**src/inc/opmode_pkg.sv**
```systemverilog
// Purpose: Shared constants and types for the operating-mode control block.
// Assumes: 8-bit registers on a plain strobe port, 25 MHz system clock.
// Notes: Offsets and interrupt register layout are local choices.
package opmode_pkg;
  // Register addresses on the plain port.
  localparam logic [3:0] ADDR_SYS_MODE = 4'h0;
  localparam logic [3:0] ADDR_AUX_MODE = 4'h1;
  localparam logic [3:0] ADDR_IRQ_STATUS = 4'h2;
  localparam logic [3:0] ADDR_IRQ_MASK = 4'h3;
  // Field positions in system_mode_control.
  localparam int SYS_PRESCALE_LSB = 5;
  localparam int SYS_SLOW_RDY = 3;
  localparam int SYS_FAST_RDY = 2;
  localparam int SYS_IDLE_SEL = 1;
  localparam int SYS_FAST_SEL = 0;
  // Field positions in auxiliary_mode_control.
  localparam int AUX_SYSCLK_KEEP = 7;
  localparam int AUX_RESERVED = 3;
  localparam int AUX_LOWVOLT = 2;
  localparam int AUX_WDT_SWRST = 0;
  // Interrupt status bit positions.
  localparam int IRQ_FAST_RDY = 0;
  localparam int IRQ_SLOW_RDY = 1;
  localparam int IRQ_LOWVOLT = 2;
  localparam int IRQ_WDT_SWRST = 3;
  localparam int IRQ_WAKE = 4;
  localparam int IRQ_BITS = 5;
  // Reset values.
  localparam logic [2:0] PRESCALE_RST = 3'h0;
  localparam logic IDLE_SEL_RST = 1'b1;
  localparam logic FAST_SEL_RST = 1'b1;
  localparam logic SYSCLK_KEEP_RST = 1'b0;
  // Slow oscillator ready delay after wake-up: least 1, most 2 cycles.
  localparam int SLOW_RDY_DELAY_CYC = 2;
  // Power modes, one-hot.
  typedef enum logic [4:0] {
    MODE_RUN = 5'h01,
    MODE_IDLE_ON = 5'h02,
    MODE_IDLE_OFF = 5'h04,
    MODE_SLEEP = 5'h08,
    MODE_DEEP_SLEEP = 5'h10
  } power_mode_t;
endpackage

```
**src/hdl/opmode_ctrl.sv**
```systemverilog
// Purpose: Operating-mode control bits, halt-mode selection and clock gating requests.
// Assumes: Reset and wake sources are on the system clock domain; oscillator stable levels are synchronised.
// Notes: One packed state struct, one combinational next-state process.
`timescale 1ns/1ps
module opmode_ctrl (
  // Clock and reset.
  input wire logic sys_clk_in,
  input wire logic srst_in,
  // Register port.
  input wire logic [3:0] reg_addr_in,
  input wire logic [7:0] reg_wdata_in,
  input wire logic reg_wr_in,
  input wire logic reg_rd_in,
  output logic [7:0] reg_rdata_out,
  // Events from the CPU, oscillators and reset logic.
  input wire logic halt_in,
  input wire logic wake_in,
  input wire logic wdt_off_in,
  input wire logic fast_osc_stable_in,
  input wire logic slow_osc_stable_in,
  input wire logic lowvolt_reset_in,
  input wire logic wdt_sw_reset_in,
  // Clock control outputs.
  output logic cpu_run_out,
  output logic sysclk_run_out,
  output logic fast_osc_enable_out,
  output logic sysclk_fast_out,
  output logic [2:0] prescale_sel_out,
  output opmode_pkg::power_mode_t power_mode_out,
  // Interrupt.
  output logic irq_out
);
  import opmode_pkg::*;

  typedef struct packed {
    logic [2:0] prescale;
    logic slow_rdy;
    logic fast_rdy;
    logic idle_sel;
    logic fast_sel;
    logic sysclk_keep;
    logic reserved;
    logic lowvolt;
    logic wdt_swrst;
    logic [1:0] wake_cnt;
    logic [1:0] fast_sync;
    logic [1:0] slow_sync;
    power_mode_t mode;
    logic [IRQ_BITS-1:0] irq_status;
    logic [IRQ_BITS-1:0] irq_mask;
    logic [7:0] rdata;
  } state_t;

  state_t cur_ff;
  state_t nxt_ff;
  logic [IRQ_BITS-1:0] events;
  logic slow_is_sys;

  // System clock comes from the slow oscillator when fast select is clear and prescale picks it.
  assign slow_is_sys = !cur_ff.fast_sel && (cur_ff.prescale[2:1] == 2'b00);

  // Next-state logic: register writes, mode changes and flag updates.
  always_comb begin
    nxt_ff = cur_ff;
    events = '0;
    // Oscillator stable levels are from other clock sources: two flops first.
    nxt_ff.fast_sync = {cur_ff.fast_sync[0], fast_osc_stable_in};
    nxt_ff.slow_sync = {cur_ff.slow_sync[0], slow_osc_stable_in};
    // Fast ready follows the stable oscillator, and falls while it is stopped.
    nxt_ff.fast_rdy = cur_ff.fast_sync[1] && !slow_is_sys;
    if (nxt_ff.fast_rdy && !cur_ff.fast_rdy) begin
      events[IRQ_FAST_RDY] = 1'b1;
    end
    // Halt selects the low-power mode; wake returns to run.
    unique case (cur_ff.mode)
      MODE_RUN: begin
        if (halt_in) begin
          if (cur_ff.idle_sel) begin
            nxt_ff.mode = cur_ff.sysclk_keep ? MODE_IDLE_ON : MODE_IDLE_OFF;
          end else begin
            nxt_ff.mode = wdt_off_in ? MODE_DEEP_SLEEP : MODE_SLEEP;
          end
        end
      end
      MODE_IDLE_ON, MODE_IDLE_OFF, MODE_SLEEP, MODE_DEEP_SLEEP: begin
        if (wake_in) begin
          nxt_ff.mode = MODE_RUN;
          events[IRQ_WAKE] = 1'b1;
          if (cur_ff.mode == MODE_DEEP_SLEEP) begin
            nxt_ff.wake_cnt = 2'(SLOW_RDY_DELAY_CYC);
          end
        end
      end
      default: nxt_ff.mode = MODE_RUN;
    endcase
    // Slow ready: low from the cycle deep sleep is entered, rises after the wake delay.
    // Using the next mode keeps the flag from reading high in the first deep-sleep cycle.
    if (nxt_ff.mode == MODE_DEEP_SLEEP || cur_ff.mode == MODE_DEEP_SLEEP) begin
      nxt_ff.slow_rdy = 1'b0;
    end else if (cur_ff.wake_cnt != 2'h0) begin
      nxt_ff.wake_cnt = cur_ff.wake_cnt - 2'h1;
      if (cur_ff.wake_cnt == 2'h1) begin
        nxt_ff.slow_rdy = cur_ff.slow_sync[1];
        events[IRQ_SLOW_RDY] = cur_ff.slow_sync[1];
      end
    end else begin
      nxt_ff.slow_rdy = cur_ff.slow_sync[1];
    end
    // Register writes.
    if (reg_wr_in) begin
      unique case (reg_addr_in)
        ADDR_SYS_MODE: begin
          nxt_ff.prescale = reg_wdata_in[SYS_PRESCALE_LSB +: 3];
          nxt_ff.idle_sel = reg_wdata_in[SYS_IDLE_SEL];
          nxt_ff.fast_sel = reg_wdata_in[SYS_FAST_SEL];
        end
        ADDR_AUX_MODE: begin
          nxt_ff.sysclk_keep = reg_wdata_in[AUX_SYSCLK_KEEP];
          nxt_ff.reserved = reg_wdata_in[AUX_RESERVED];
          if (!reg_wdata_in[AUX_LOWVOLT]) begin
            nxt_ff.lowvolt = 1'b0;
          end
          if (!reg_wdata_in[AUX_WDT_SWRST]) begin
            nxt_ff.wdt_swrst = 1'b0;
          end
        end
        ADDR_IRQ_STATUS: nxt_ff.irq_status = cur_ff.irq_status & ~reg_wdata_in[IRQ_BITS-1:0];
        ADDR_IRQ_MASK: nxt_ff.irq_mask = reg_wdata_in[IRQ_BITS-1:0];
        default: ;
      endcase
    end
    // Hardware sets win over software clears.
    if (lowvolt_reset_in) begin
      nxt_ff.lowvolt = 1'b1;
      events[IRQ_LOWVOLT] = 1'b1;
    end
    if (wdt_sw_reset_in) begin
      nxt_ff.wdt_swrst = 1'b1;
      events[IRQ_WDT_SWRST] = 1'b1;
    end
    nxt_ff.irq_status = nxt_ff.irq_status | events;
    // Read data, valid the cycle after the read strobe.
    nxt_ff.rdata = 8'h00;
    if (reg_rd_in) begin
      unique case (reg_addr_in)
        ADDR_SYS_MODE: nxt_ff.rdata = {cur_ff.prescale, 1'b0, cur_ff.slow_rdy, cur_ff.fast_rdy,
                                       cur_ff.idle_sel, cur_ff.fast_sel};
        ADDR_AUX_MODE: nxt_ff.rdata = {cur_ff.sysclk_keep, 3'h0, cur_ff.reserved, cur_ff.lowvolt,
                                       1'b0, cur_ff.wdt_swrst};
        ADDR_IRQ_STATUS: nxt_ff.rdata = 8'(cur_ff.irq_status);
        ADDR_IRQ_MASK: nxt_ff.rdata = 8'(cur_ff.irq_mask);
        default: nxt_ff.rdata = 8'h00;
      endcase
    end
  end

  // State register with synchronous reset.
  always_ff @(posedge sys_clk_in) begin
    if (srst_in) begin
      cur_ff <= '{prescale: PRESCALE_RST, slow_rdy: 1'b0, fast_rdy: 1'b0, idle_sel: IDLE_SEL_RST,
                  fast_sel: FAST_SEL_RST, sysclk_keep: SYSCLK_KEEP_RST, reserved: 1'b0,
                  lowvolt: 1'b0, wdt_swrst: 1'b0, wake_cnt: 2'h0, fast_sync: 2'h0, slow_sync: 2'h0,
                  mode: MODE_RUN, irq_status: '0, irq_mask: '0, rdata: 8'h00};
    end else begin
      cur_ff <= nxt_ff;
    end
  end

  // Outputs derived from the registered state.
  assign reg_rdata_out = cur_ff.rdata;
  assign power_mode_out = cur_ff.mode;
  assign prescale_sel_out = cur_ff.prescale;
  assign sysclk_fast_out = cur_ff.fast_sel;
  assign cpu_run_out = (cur_ff.mode == MODE_RUN);
  assign sysclk_run_out = (cur_ff.mode == MODE_RUN) || (cur_ff.mode == MODE_IDLE_ON);
  assign fast_osc_enable_out = !slow_is_sys;
  assign irq_out = |(cur_ff.irq_status & cur_ff.irq_mask);
endmodule

```
**config.mk**
```make
export PLATFORM = sky130hd
export DESIGN_NAME = opmode_ctrl
export DESIGN_NICKNAME = d
export VERILOG_FILES = /design/src/inc/opmode_pkg.sv /design/src/hdl/opmode_ctrl.sv
export SDC_FILE = /design/constraint.sdc
export NUM_CORES = 1
export LEC_CHECK = 0
export ABC_AREA = 1
export BUFFER_PORTS_ARGS = -buffer_cell sky130_fd_sc_hd__buf_2
export CAP_MARGIN = 20
export CORE_MARGIN = 3
export CORE_UTILIZATION = 47
export DETAILED_ROUTE_END_ITERATION = 8
export PLACE_DENSITY = 0.8
export SYNTH_ARGS = -nofsm -noshare
export SYNTH_HDL_FRONTEND = slang
export SYNTH_SLANG_ARGS = --single-unit
```
**constraint.sdc**
```tcl
create_clock -name sys_clk_in -period 1.3 [get_ports sys_clk_in]
set_clock_uncertainty 0.15 [all_clocks]
set_input_delay 0.13 -clock sys_clk_in [delete_from_list [all_inputs] [get_ports sys_clk_in]]
set_output_delay 0.13 -clock sys_clk_in [all_outputs]
set_load 0.1 [all_outputs]
```
==> summary.log, run 1 <==
qor: critical_path.reg2reg_from power_mode_out[3]$_SDFF_PP0_
qor: logic_synthesis.yosysMostFrequentCell dfxtp_1
qor: final_layout.multi_input_comb_area 909.6 sq um
qor: routing.final_antenna_net_count 0
qor: logic_synthesis.synth_fa_ha_area_share 0%
qor: clocking.clock-sinks 40
qor: logic_synthesis.synthesis.instances 243
qor: critical_path.cpMaxStageDelayCell dfxtp_2
qor: critical_path.worst_setup_path_end_kind primary output
qor: sta.finalHoldViolations 0
qor: routing.dr.first_iter.drc_count 230
qor: hold_path.hold_path_class in2reg
qor: routing.total_number_of_vias 2025
qor: placement.gp_routability_congestion 0.9980
qor: global_route.grt_antenna_before_repair 0
qor: placement.port_buffers 43
qor: sta.setup_ws -0.2943 ns
qor: sta.maxSlewViolCount 0
qor: logic_synthesis.async_flop_share 0%
qor: sta.setup_viol_count_final 13
qor: final_layout.areaGrowthSynthToFinish 61.31%
qor: logic_synthesis.synth_fp_nets 266
qor: logic_synthesis.synth.lib_cells_used.distinct 27
qor: routing.detail_route.drc_violations 0
qor: logic_synthesis.synth-edff-count 0
qor: logic_synthesis.postSynthRegisterBits 40
qor: floorplan.fp.dieW 68.90 microns
qor: placement.dpl.hpwl 3.666 mm
qor: clocking.clock_tree.root_cell clkbuf_8
qor: critical_path.critical_path_peak_fanout 3
qor: sta.final_min_period_over_clock_period 122.6%
qor: critical_path.reg2reg_slack -0.26 ns
qor: run_status.status complete, but fails checks
qor: floorplan.rows 22
qor: logic_synthesis.netlist.area_leader.share 43.07%
qor: critical_path.worst_path_dominant_cell_family simple AND/OR/NAND/NOR gates
qor: sta.grt_setup_unrepaired yes
qor: logic_synthesis.synthFlopType dfxtp_1
qor: global_route.grt_start_max_net_pins 21
qor: critical_path.cp_data_required_time 1.02 ns
qor: critical_path.crit_chain nor2_4, nand3_2, nor2_4, inv_2, nand2_8, buf_12
qor: sta.worst_slew_pin_slew 0.3115 ns
qor: critical_path.critical-path-top-cell-by-count nor2_4
qor: clocking.cts_inserted_buffers 5
qor: logic_synthesis.synthSimpleGateAreaFrac 26.11%
qor: floorplan.core_region_area 3744 sq um
qor: hold_path.holdPathStages 3
qor: logic_synthesis.synthMuxAreaShare 0%
qor: critical_path.worstReg2RegEnd power_mode_out[1]$_SDFF_PP0_
qor: critical_path.critPathLaunchType register
qor: sta.fmaxAchievable 627.3 MHz
qor: run_status.failed_checks setup timing
qor: final_layout.layout_cells_sized_above_1 42.77%
qor: floorplan.initial_utilization 49.67%
qor: critical_path.worst-endpoint-arrival 1.31 ns
qor: global_route.wire_length_of_the_first_global_routing_pass 8.107 mm
qor: logic_synthesis.synthXorXnorAreaFrac 0.4711%
qor: floorplan.ioPinCount 44
qor: logic_synthesis.netlist_top_cells_area dfxtp_1 43%, inv_1 7.7%, nand2_1 6.9%, a21oi_1 6.5%, buf_4 6.5%
qor: power.cellPowerDensity 909.1 nW/um^2
qor: logic_synthesis.fraction_of_the_mapped_netlist_area_in_compound_gates 15.14%
qor: logic_synthesis.syn_avg_cell_area 7.651 sq um
qor: logic_synthesis.syn-cell-area 1859 sq um
qor: final_layout.fillerInstances 225
qor: hold_path.min_from reg_wdata_in[6]
qor: critical_path.crit_path_buffers_inverters 2
qor: global_route.globalRoute.totalOverflow 0
qor: final_layout.antenna-diode-count 0
qor: final_layout.final-seq-area 828.3 sq um
qor: logic_synthesis.synth.yosys.warnings 0
qor: hold_path.hold_path_end prescale_sel_out[1]$_SDFFE_PP0P_
qor: routing.routed_wire_length_per_instance 15.64 microns
qor: floorplan.fp.dieArea 4747 sq um
qor: logic_synthesis.synth-seq-area-share 43.07%
qor: routing.drt_wl_total 5.832 mm
qor: logic_synthesis.dominant_combinational_cell_family_by_area_after_synthesis simple AND/OR/NAND/NOR gates
qor: clocking.clockBufferDepth 2
qor: sta.timing.hold.ws 0.003001 ns
qor: final_layout.finish.utilization 80.11%
qor: routing.firstDrtPassIters 7
qor: logic_synthesis.synth_commonest_cells 40 x dfxtp_1, 38 x inv_1, 34 x nand2_1, 24 x a21oi_1, 23 x nor2_1
qor: sta.setup_tns_final -2.619 ns
qor: final_layout.num-nets-final 347
qor: global_route.first_global_vias 1794
qor: sta.layout_min_cycle_time 1.594 ns
qor: critical_path.criticalPathCategory reg2out
qor: power.vdd_drop_max 0.6249 mV
qor: critical_path.timing.critical_path.slowest_cell_delay 0.35 ns
qor: critical_path.r2r.worst_path.cells 8
qor: sta.slew-limit-headroom 79.05%
qor: critical_path.timing.critical_path.from power_mode_out[3]$_SDFF_PP0_
qor: clocking.worst_skew_pair.late_latency 0.30 ns
qor: power.power.leakage 0.001305 uW
qor: floorplan.dieHeight 68.90 microns
qor: job.cap_viol_max_count 0
qor: global_route.grtUsageTotal 23.64%
qor: clocking.cts.reportedPaths.clkPinSlew 0.07 ns
qor: clocking.number_of_h_tree_branching_levels 2
qor: clocking.tritoncts built
qor: logic_synthesis.yosys.area.top_type dfxtp_1
qor: routing.detail_route.vias_per_cell 5.429
## how the worst max path moves through the flow
| stage | to | slack, ns | cells after the start |
|---|---|---|---|
| floorplan | sysclk_run_out | -0.54 | 5 |
| global placement | power_mode_out[1]$_SDFF_PP0_ | -0.09 | 6 |
| detailed placement | cur_ff[27]$_SDFF_PP0_ | -0.16 | 10 |
| CTS | sysclk_run_out | -0.29 | 6 |
| global route | sysclk_run_out | -0.35 | 6 |
| finish | sysclk_run_out | -0.29 | 6 |
## cells by family after synthesis
group | after synthesis
AOI/OAI and AO/OA | 50
buffers and inverters | 59
xor gates and xnor gates | 1
and+or+nand+nor | 93
DFF | 40
## what timing repair did
| item | in CTS | in global routing |
|---|---|---|
| pin swaps | 5 | 11 |
| hold buffers | 15 | 0 |
| gates resized for setup | 22 | 26 |
| setup endpoints to repair | 16 | 15 |
| setup buffers | 5 | 5 |
| endpoints found under the hold margin | 17 | 0 |
## flip-flops by register name, summed over array words and instances (netlist names)
name	count
power_mode_out	5
cur_ff	23
prescale_sel_out	3
reg_rdata_out	8
sysclk_fast_out	1
## layer usage
metal | vias to the layer above | routed length [microns] | global-route usage [%]
li1 | 942 | - | -
met3 | 45 | 379 | 5.835
met1 | 934 | 2135 | 26.10
met5 | - | 0 | 0
met2 | 104 | 2944 | 42.02
met4 | 0 | 372 | 11.44
## worst min-delay path, cell delays in order
cell and delay [ns]:
buf_2 0.08, o21ai_0 0.07, a21oi_1 0.13
## metrics by stage
stage          setup slack [ns]  instances  total power (uW)  area [sq um]
2_1_floorplan           -0.5428        243              1627          1911
3_3_place_gp           -0.08771        340              1826          2545
3_5_place_dp            -0.1626        340              1840          2545
4_1_cts                 -0.2883        368              2691          2873
5_1_grt                 -0.3546        373              2823          2999
6_report                -0.2943        373              2726          2999
## cell usage in the layout, fill, tap and decap left out, types with 5 or more instances in the layout
master and instances:
dfxtp_2 7, o21ai_0 12, inv_1 33, dfxtp_4 5, nor2_1 20, nand2_1 29
nor2_4 7, dlygate4sd3_1 15, buf_2 22, buf_12 21, a21oi_1 18, dfxtp_1 28
nand3_4 5, clkbuf_8 5, nand3_1 14, buf_4 33, a21oi_2 6
## power by group
group	internal, uW	switching [uW]	leakage (uW)
Combinational	259	377	0.000926
Clock	373	437	0.0000479
Sequential	1250	27.0	0.000331
## layout make-up
type / instances / share of cell area [%]
inverter: 39 / 5.048
multi-input combinational: 144 / 30.33
tap: 48 / 2.003
sequential: 40 / 27.62
clock buffer: 5 / 2.295
clock inverter: 3 / 0.6258
timing repair buffer: 94 / 32.08
Power figures use the tool's default switching activity.
==> run 2, diff against run 1 <==
--- a/config.mk
+++ b/config.mk
@@ -8,6 +8,7 @@
 export ABC_AREA = 1
 export BUFFER_PORTS_ARGS = -buffer_cell sky130_fd_sc_hd__buf_2
 export CAP_MARGIN = 20
+export CORE_ASPECT_RATIO = 1.2
 export CORE_MARGIN = 3
 export CORE_UTILIZATION = 47
 export DETAILED_ROUTE_END_ITERATION = 8
==> run 2 against run 1 <==
The flow still finishes with violations (setup timing). Fmax decreased by 4.3%. First-iteration DRC count decreased by 63%. Count of clock-buffer cells in the layout increased by 1. Worst hold slack improved by 0.0077 ns. Global-route usage decreased by 1.3 points. Sequential power about the same. Combinational power decreased by 3.9%. Final cell count increased by 0.27%. Critical path type is now reg2reg. Largest power group unchanged.
==> summary.log, run 2 (synthesized netlist as in run 1, its figures left out) <==
qor: run_status.status complete, but fails checks
qor: run_status.failed_checks setup timing
qor: floorplan.initial_utilization 49.93% [+0.27 points]
qor: floorplan.core_region_area 3724 sq um [-0.53%]
qor: clocking.clockBufferDepth 2 [unchanged]
qor: critical_path.cp_data_required_time 1.36 ns [+0.34 ns]
qor: critical_path.criticalPathCategory reg2reg
qor: routing.detail_route.drc_violations 0 [unchanged]
qor: sta.worst_slew_pin_slew 0.3129 ns [+0.001366 ns]
qor: final_layout.areaGrowthSynthToFinish 58.41%
qor: critical_path.cpMaxStageDelayCell dfxtp_4
qor: clocking.clock-sinks 40 [unchanged]
qor: sta.finalHoldViolations 0 [unchanged]
qor: routing.detail_route.vias_per_cell 5.259 [-3.1%]
qor: final_layout.antenna-diode-count 0 [unchanged]
qor: final_layout.layout_commonest_cell inv_1
qor: routing.final_antenna_net_count 0 [unchanged]
qor: critical_path.worst-endpoint-arrival 1.73 ns [+0.42 ns]
qor: global_route.first_global_vias 1937 [+8.0%]
qor: final_layout.largest_register_ffs 23 [unchanged]
qor: sta.maxSlewViolCount 0 [unchanged]
qor: floorplan.fp.dieArea 4750 sq um [about the same]
qor: critical_path.critical_path_peak_fanout 4 [+1]
qor: final_layout.top_register cur_ff
qor: global_route.wire_length_of_the_first_global_routing_pass 8.197 mm [+1.1%]
qor: sta.setup_tns_final -3.679 ns [-1.060 ns]
qor: job.cap_viol_max_count 0 [unchanged]
qor: placement.gp_routability_congestion 0.8827 [-12%]
qor: routing.firstDrtPassIters 4 [-3]
qor: routing.routed_wire_length_per_instance 14.33 microns [-8.3%]
qor: routing.dr.first_iter.drc_count 84 [-63%]
qor: final_layout.num-nets-final 344 [-0.86%]
qor: global_route.grtUsageTotal 22.34% [-1.3 points]
qor: final_layout.final_cell_mix 34 x inv_1, 32 x nand2_1, 29 x dfxtp_1
qor: power.cellPowerDensity 984.0 nW/um^2 [+8.2%]
qor: clocking.cts.reportedPaths.clkPinSlew 0.08 ns [about the same]
qor: sta.slew-limit-headroom 79.14% [+0.087 points]
qor: sta.setup_ws -0.3667 ns [-0.07248 ns]
qor: placement.port_buffers 43 [unchanged]
qor: clocking.worst_skew_pair.late_latency 0.30 ns [about the same]
qor: critical_path.timing.critical_path.slowest_cell_delay 0.36 ns [about the same]
qor: power.vdd_drop_max 0.6555 mV [+4.9%]
qor: final_layout.layout_cells_sized_above_1 38.20% [-4.6 points]
qor: global_route.grt_start_max_net_pins 21 [unchanged]
qor: critical_path.critPathLaunchType register
qor: clocking.tritoncts built
qor: final_layout.fillerInstances 229 [+1.8%]
qor: global_route.grt_antenna_before_repair 0 [unchanged]
qor: floorplan.rows 24 [+9.1%]
qor: critical_path.crit_path_buffers_inverters 4 [+2]
qor: placement.place_ws -0.1329 ns [+0.02973 ns]
qor: floorplan.dieHeight 74.90 microns [+8.7%]
qor: global_route.globalRoute.totalOverflow 0 [unchanged]
qor: clocking.clock_tree.root_cell clkbuf_8
qor: final_layout.final-seq-area 819.5 sq um [-1.1%]
qor: routing.total_number_of_vias 1967 [-2.9%]
qor: placement.dpl.hpwl 3.384 mm [-7.7%]
qor: sta.fmaxAchievable 600.0 MHz [-4.3%]
qor: sta.timing.hold.ws 0.01075 ns [+0.007749 ns]
qor: floorplan.ioPinCount 44 [unchanged]
qor: critical_path.worst_setup_path_end_kind register
qor: final_layout.multi_input_comb_area 852.1 sq um [-6.3%]
qor: sta.setup_viol_count_final 15 [+2]
qor: hold_path.hold_path_class in2reg
qor: clocking.cts_inserted_buffers 5 [unchanged]
qor: floorplan.fp.dieW 63.42 microns [-8.0%]
qor: power.power.leakage 0.001293 uW [-0.93%]
qor: sta.layout_min_cycle_time 1.667 ns [+0.07248 ns]
qor: sta.grt_setup_unrepaired yes
qor: critical_path.worst_path_dominant_cell_family simple AND/OR/NAND/NOR gates
qor: sta.final_min_period_over_clock_period 128.2% [+5.6 points]
qor: clocking.number_of_h_tree_branching_levels 2 [unchanged]
qor: routing.drt_wl_total 5.360 mm [-8.1%]
qor: critical_path.crit_chain nor2_4, nand3_2, nor2_4, buf_4, buf_6, buf_6, buf_4, nand4_1, a21oi_1
-- run 2: cell types whose count changed in the layout (fill, tap and decap cells not counted), moves of 3 or more --
cell,delta
buf_4,-6
buf_6,+4
dfxtp_4,-3
nand2_1,+3
nand2_2,-3
-- run 2: power breakdown --
| part | switching, uW | internal, uW | total, uW |
|---|---|---|---|
| registers | 25.5 | 1260 | 1280 |
| clock network | 435 | 570 | 1000 |
| logic | 359 | 252 | 611 |
| total | 819 | 2080 | 2900 |
-- run 2: path summary, 6_finish.rpt --
check | start | end | slack (ns) | cells past startpoint
max reg2reg | power_mode_out[3]$_SDFF_PP0_ | power_mode_out[1]$_SDFF_PP0_ | -0.37 | 9
min reg2reg | cur_ff[23]$_SDFF_PP0_ | cur_ff[24]$_SDFF_PP0_ | 0.26 | 2
max | power_mode_out[3]$_SDFF_PP0_ | power_mode_out[1]$_SDFF_PP0_ | -0.37 | 9
min | reg_wdata_in[2] | cur_ff[15]$_SDFF_PP0_ | 0.01 | 4
-- run 2: what timing repair did --
| item | in CTS | in global routing |
|---|---|---|
| endpoints found under the hold margin | 19 | 0 |
| hold buffers | 14 | 0 |
| pin swaps | 10 | 4 |
| endpoints found under the setup margin | 16 | 16 |
| gates resized for setup | 24 | 8 |
| buffers inserted | 4 | 5 |
-- run 2: per-stage QoR --
| step | power [uW] | cell area, sq um | utilization [%] | std cells |
|---|---|---|---|---|
| floorplan | 1627 | 1911 | - | 243 |
| global placement | 1822 | 2542 | 68.28 | 343 |
| detailed placement | 1832 | 2542 | 68.28 | 343 |
| CTS | 2868 | 2880 | 77.35 | 369 |
| global route | 2978 | 2945 | 79.10 | 374 |
| finish | 2898 | 2945 | 79.10 | 374 |
-- run 2: layout make-up --
cell class / count / share of cell area [%]
inverter: 39 / 5.055
clock inverter: 2 / 1.189
multi-input combinational: 144 / 28.93
clock buffer: 6 / 2.464
timing repair buffer: 91 / 32.33
sequential: 40 / 27.83
tap: 52 / 2.209
-- run 2: metal layers --
metal	track usage [%]	share of wire, %
met1	21.57	37
met2	42.00	52
met3	5.970	6.3
met4	15.11	5.1
met5	0	0
-- run 2: worst register-to-register path: stages, from the launching register on --
cell	delay (ns)
dfxtp_4	0.36
nor2_4	0.16
nand3_2	0.11
nor2_4	0.13
buf_4	0.13
buf_6	0.08
buf_6	0.09
buf_4	0.11
nand4_1	0.09
a21oi_1	0.19
==> run 3, diff against run 2 <==
--- a/config.mk
+++ b/config.mk
@@ -13,6 +13,7 @@
 export CORE_UTILIZATION = 47
 export DETAILED_ROUTE_END_ITERATION = 8
 export PLACE_DENSITY = 0.8
+export SKIP_CTS_REPAIR_TIMING = 1
 export SYNTH_ARGS = -nofsm -noshare
 export SYNTH_HDL_FRONTEND = slang
 export SYNTH_SLANG_ARGS = --single-unit
==> constraint.sdc (replaced) <==
create_clock -name sys_clk_in -period 1.4 [get_ports sys_clk_in]
set_clock_uncertainty 0.15 [all_clocks]
set_input_delay 0.14 -clock sys_clk_in [delete_from_list [all_inputs] [get_ports sys_clk_in]]
set_output_delay 0.14 -clock sys_clk_in [all_outputs]
set_load 0.1 [all_outputs]
==> run 3 against run 2 <==
Core utilization down 9.0 points. Global-route usage down 3.4 points. First-iteration DRC count up 32%. Clock power down 9%. Final cell count down 4.5%. Non-clock buffer count down 17. Largest power group unchanged. Critical path depth down 3. Cell area down 11%. Count of clock-buffer cells in the layout up 1. The flow finishes with violations (hold timing, setup timing). Sequential share of layout area up 3.5 points. Die area unchanged.
==> summary.log, run 3 (synthesized netlist as in run 1, its figures left out) <==
qor: run_status.status complete, but fails checks
qor: run_status.failed_checks hold timing, setup timing
qor: placement.placement.cell_area 2295 sq um [-9.7%]
qor: critical_path.worst-endpoint-arrival 1.39 ns [-0.34 ns]
qor: routing.firstDrtPassIters 4 [unchanged]
qor: sta.setup_tns_final -0.7084 ns [+2.970 ns]
qor: power.power.combinational.fraction 19.4% [-1.7 points]
qor: critical_path.worstReg2RegEnd power_mode_out[1]$_SDFF_PP0_
qor: final_layout.final_design_instance_area_without_fill 2609 sq um [-11%]
qor: routing.routed_wire_length_per_instance 12.50 microns [-13%]
qor: placement.place_ws -0.02977 ns [+0.1031 ns]
qor: critical_path.critical_path_peak_fanout 4 [unchanged]
qor: final_layout.final_cell_mix 36 x inv_1, 34 x buf_2, 31 x dfxtp_1
qor: final_layout.antenna-diode-count 0 [unchanged]
qor: sta.finalHoldViolations 3 [+3]
qor: hold_path.hold_path_end prescale_sel_out[1]$_SDFFE_PP0P_
qor: final_layout.areaGrowthSynthToFinish 40.31%
qor: critical_path.reg2reg_from power_mode_out[3]$_SDFF_PP0_
qor: clocking.worst_skew_pair.late_latency 0.29 ns [about the same]
qor: floorplan.core_region_area 3724 sq um [unchanged]
qor: global_route.wire_length_of_the_first_global_routing_pass 7.024 mm [-14%]
qor: floorplan.fp.dieW 63.42 microns [unchanged]
qor: global_route.grt_util_met3 4.627% [-1.3 points]
qor: floorplan.dieHeight 74.90 microns [unchanged]
qor: routing.final_antenna_net_count 0 [unchanged]
qor: critical_path.cp_data_required_time 1.11 ns [-0.25 ns]
qor: critical_path.reg2reg_slack -0.05 ns [+0.32 ns]
qor: critical_path.r2r.worst_path.cells 7 [-2]
qor: routing.dr.first_iter.drc_count 111 [+32%]
qor: global_route.gr_peak_layer met2
qor: sta.final_min_period_over_clock_period 119.8%
qor: clocking.clock-sinks 40 [unchanged]
qor: power.power.leakage 0.001167 uW [-9.7%]
qor: sta.setup_viol_count_final 6 [-9]
qor: floorplan.rows 24 [unchanged]
qor: power.share_seq_of_total_power 45.6% [+1.3 points]
qor: power.cellPowerDensity 999.8 nW/um^2 [+1.6%]
qor: critical_path.worst_setup_path_end_kind primary output
qor: power.switch_pwr 736.9 uW [-10%]
qor: global_route.grt_start_max_net_pins 21 [unchanged]
qor: clocking.cts_inserted_buffers 5 [unchanged]
qor: job.cap_viol_max_count 0 [unchanged]
qor: placement.gp_routability_congestion 0.8858 [+0.35%]
qor: final_layout.layout_cells_sized_above_1 36.07% [-2.1 points]
qor: clocking.clock_tree.root_cell clkbuf_8
qor: critical_path.critPathLaunchType register
qor: hold_path.min_from reg_wdata_in[6]
qor: final_layout.num-nets-final 327 [-4.9%]
qor: placement.dpl.hpwl 3.190 mm [-5.7%]
qor: clocking.cts.reportedPaths.clkPinSlew 0.08 ns [about the same]
qor: global_route.global_route.usage.met1 21.26% [-0.31 points]
qor: sta.slew-limit-headroom 67.67% [-11 points]
qor: hold_path.holdPathStages 3 [-1]
qor: routing.detail_route.vias_per_cell 5.008 [-4.8%]
qor: final_layout.largest_register_ffs 23 [unchanged]
qor: global_route.use_met2 33.18% [-8.8 points]
qor: sta.layout_min_cycle_time 1.678 ns
qor: final_layout.top_register cur_ff
qor: sta.grt_setup_unrepaired yes
qor: final_layout.layout_commonest_cell inv_1
qor: clocking.clockBufferDepth 2 [unchanged]
qor: global_route.first_global_vias 1626 [-16%]
qor: sta.worst_slew_pin_slew 0.4883 ns [+0.1754 ns]
qor: floorplan.fp.dieArea 4750 sq um [unchanged]
qor: power.p_sw_share 28.25% [about the same]
qor: sta.timing.hold.ws -0.02919 ns [-0.03994 ns]
qor: global_route.grt_antenna_before_repair 0 [unchanged]
qor: hold_path.hold_path_class in2reg
qor: sta.maxSlewViolCount 0 [unchanged]
qor: clocking.number_of_h_tree_branching_levels 2 [unchanged]
qor: placement.port_buffers 43 [unchanged]
qor: routing.total_number_of_vias 1788 [-9.1%]
qor: floorplan.initial_utilization 49.93% [unchanged]
qor: power.power.total 2608 uW [-10%]
qor: routing.drt_wl_total 4.463 mm [-17%]
qor: routing.detail_route.drc_violations 0 [unchanged]
qor: global_route.grtUsageTotal 18.90% [-3.4 points]
qor: global_route.globalRoute.totalOverflow 0 [unchanged]
qor: power.power.internal 1871 uW [-10%]
qor: clocking.tritoncts built
qor: power.vdd_drop_max 0.4132 mV [-37%]
qor: sta.fmaxAchievable 596.0 MHz
qor: power.share_clk_of_total_power 35.0% [+0.3 points]
qor: sta.setup_ws -0.2777 ns [+0.08899 ns]
qor: critical_path.criticalPathCategory reg2out
qor: floorplan.ioPinCount 44 [unchanged]
[run 3: cell types whose count changed in the layout (fill, tap and decap cells not counted), moves of 3 or more]
cell,change
buf_4,-5
nand2_2,+4
buf_6,-7
buf_2,+12
nand2_1,-3
dlygate4sd3_1,-5
buf_12,-12
[run 3: power by group through the flow]
stage          combinational (uW)  sequential (uW)  clock (uW)
3_3_place_gp                  455             1210           0
5_1_grt                       539             1190         978
4_1_cts                       465             1190         933
3_5_place_dp                  462             1210           0
2_1_floorplan                 297             1210           0
6_report                      506             1190         913
[run 3: how the worst max path moves through the flow]
stage | start | endpoint | cells past startpoint
floorplan | power_mode_out[2]$_SDFF_PP0_ | sysclk_run_out | 5
global placement | power_mode_out[2]$_SDFF_PP0_ | sysclk_run_out | 6
detailed placement | power_mode_out[1]$_SDFF_PP0_ | cur_ff[27]$_SDFF_PP0_ | 10
CTS | power_mode_out[2]$_SDFF_PP0_ | cpu_run_out | 5
global route | power_mode_out[3]$_SDFF_PP0_ | sysclk_run_out | 6
finish | power_mode_out[3]$_SDFF_PP0_ | sysclk_run_out | 6
[run 3: area by class of cell]
cell class                      instances  area [sq um]
Timing Repair Buffer                   74         605.6
Clock inverter                          1         8.758
Tap cell                               52         65.06
Fill cell                             291          1115
Sequential cell                        40         817.0
Clock buffer                            7         107.6
Multi-Input combinational cell        144         858.3
Inverter                               39         146.4
[run 3: per-stage QoR]
stage	util [%]	std cells
after floorplan	-	243
after global routing	70.06	357
after CTS	64.75	342
after detailed placement	61.63	334
final	70.06	357
after global placement	61.63	334
[run 3: critical path, cell delays in order (launching register included)]
cell and delay (ns):
dfxtp_2 0.35, nor2_4 0.16, nand3_2 0.11, nor2_4 0.15
inv_2 0.09, nand2_8 0.07, buf_12 0.16
[run 3: metal layers]
layer / wire length, microns / share of wire, % / vias to the layer above
met5: 0 / 0 / -
met4: 128 / 2.9 / 0
met3: 213 / 4.8 / 17
met2: 2299 / 52 / 58
met1: 1821 / 41 / 817
li1: - / - / 896
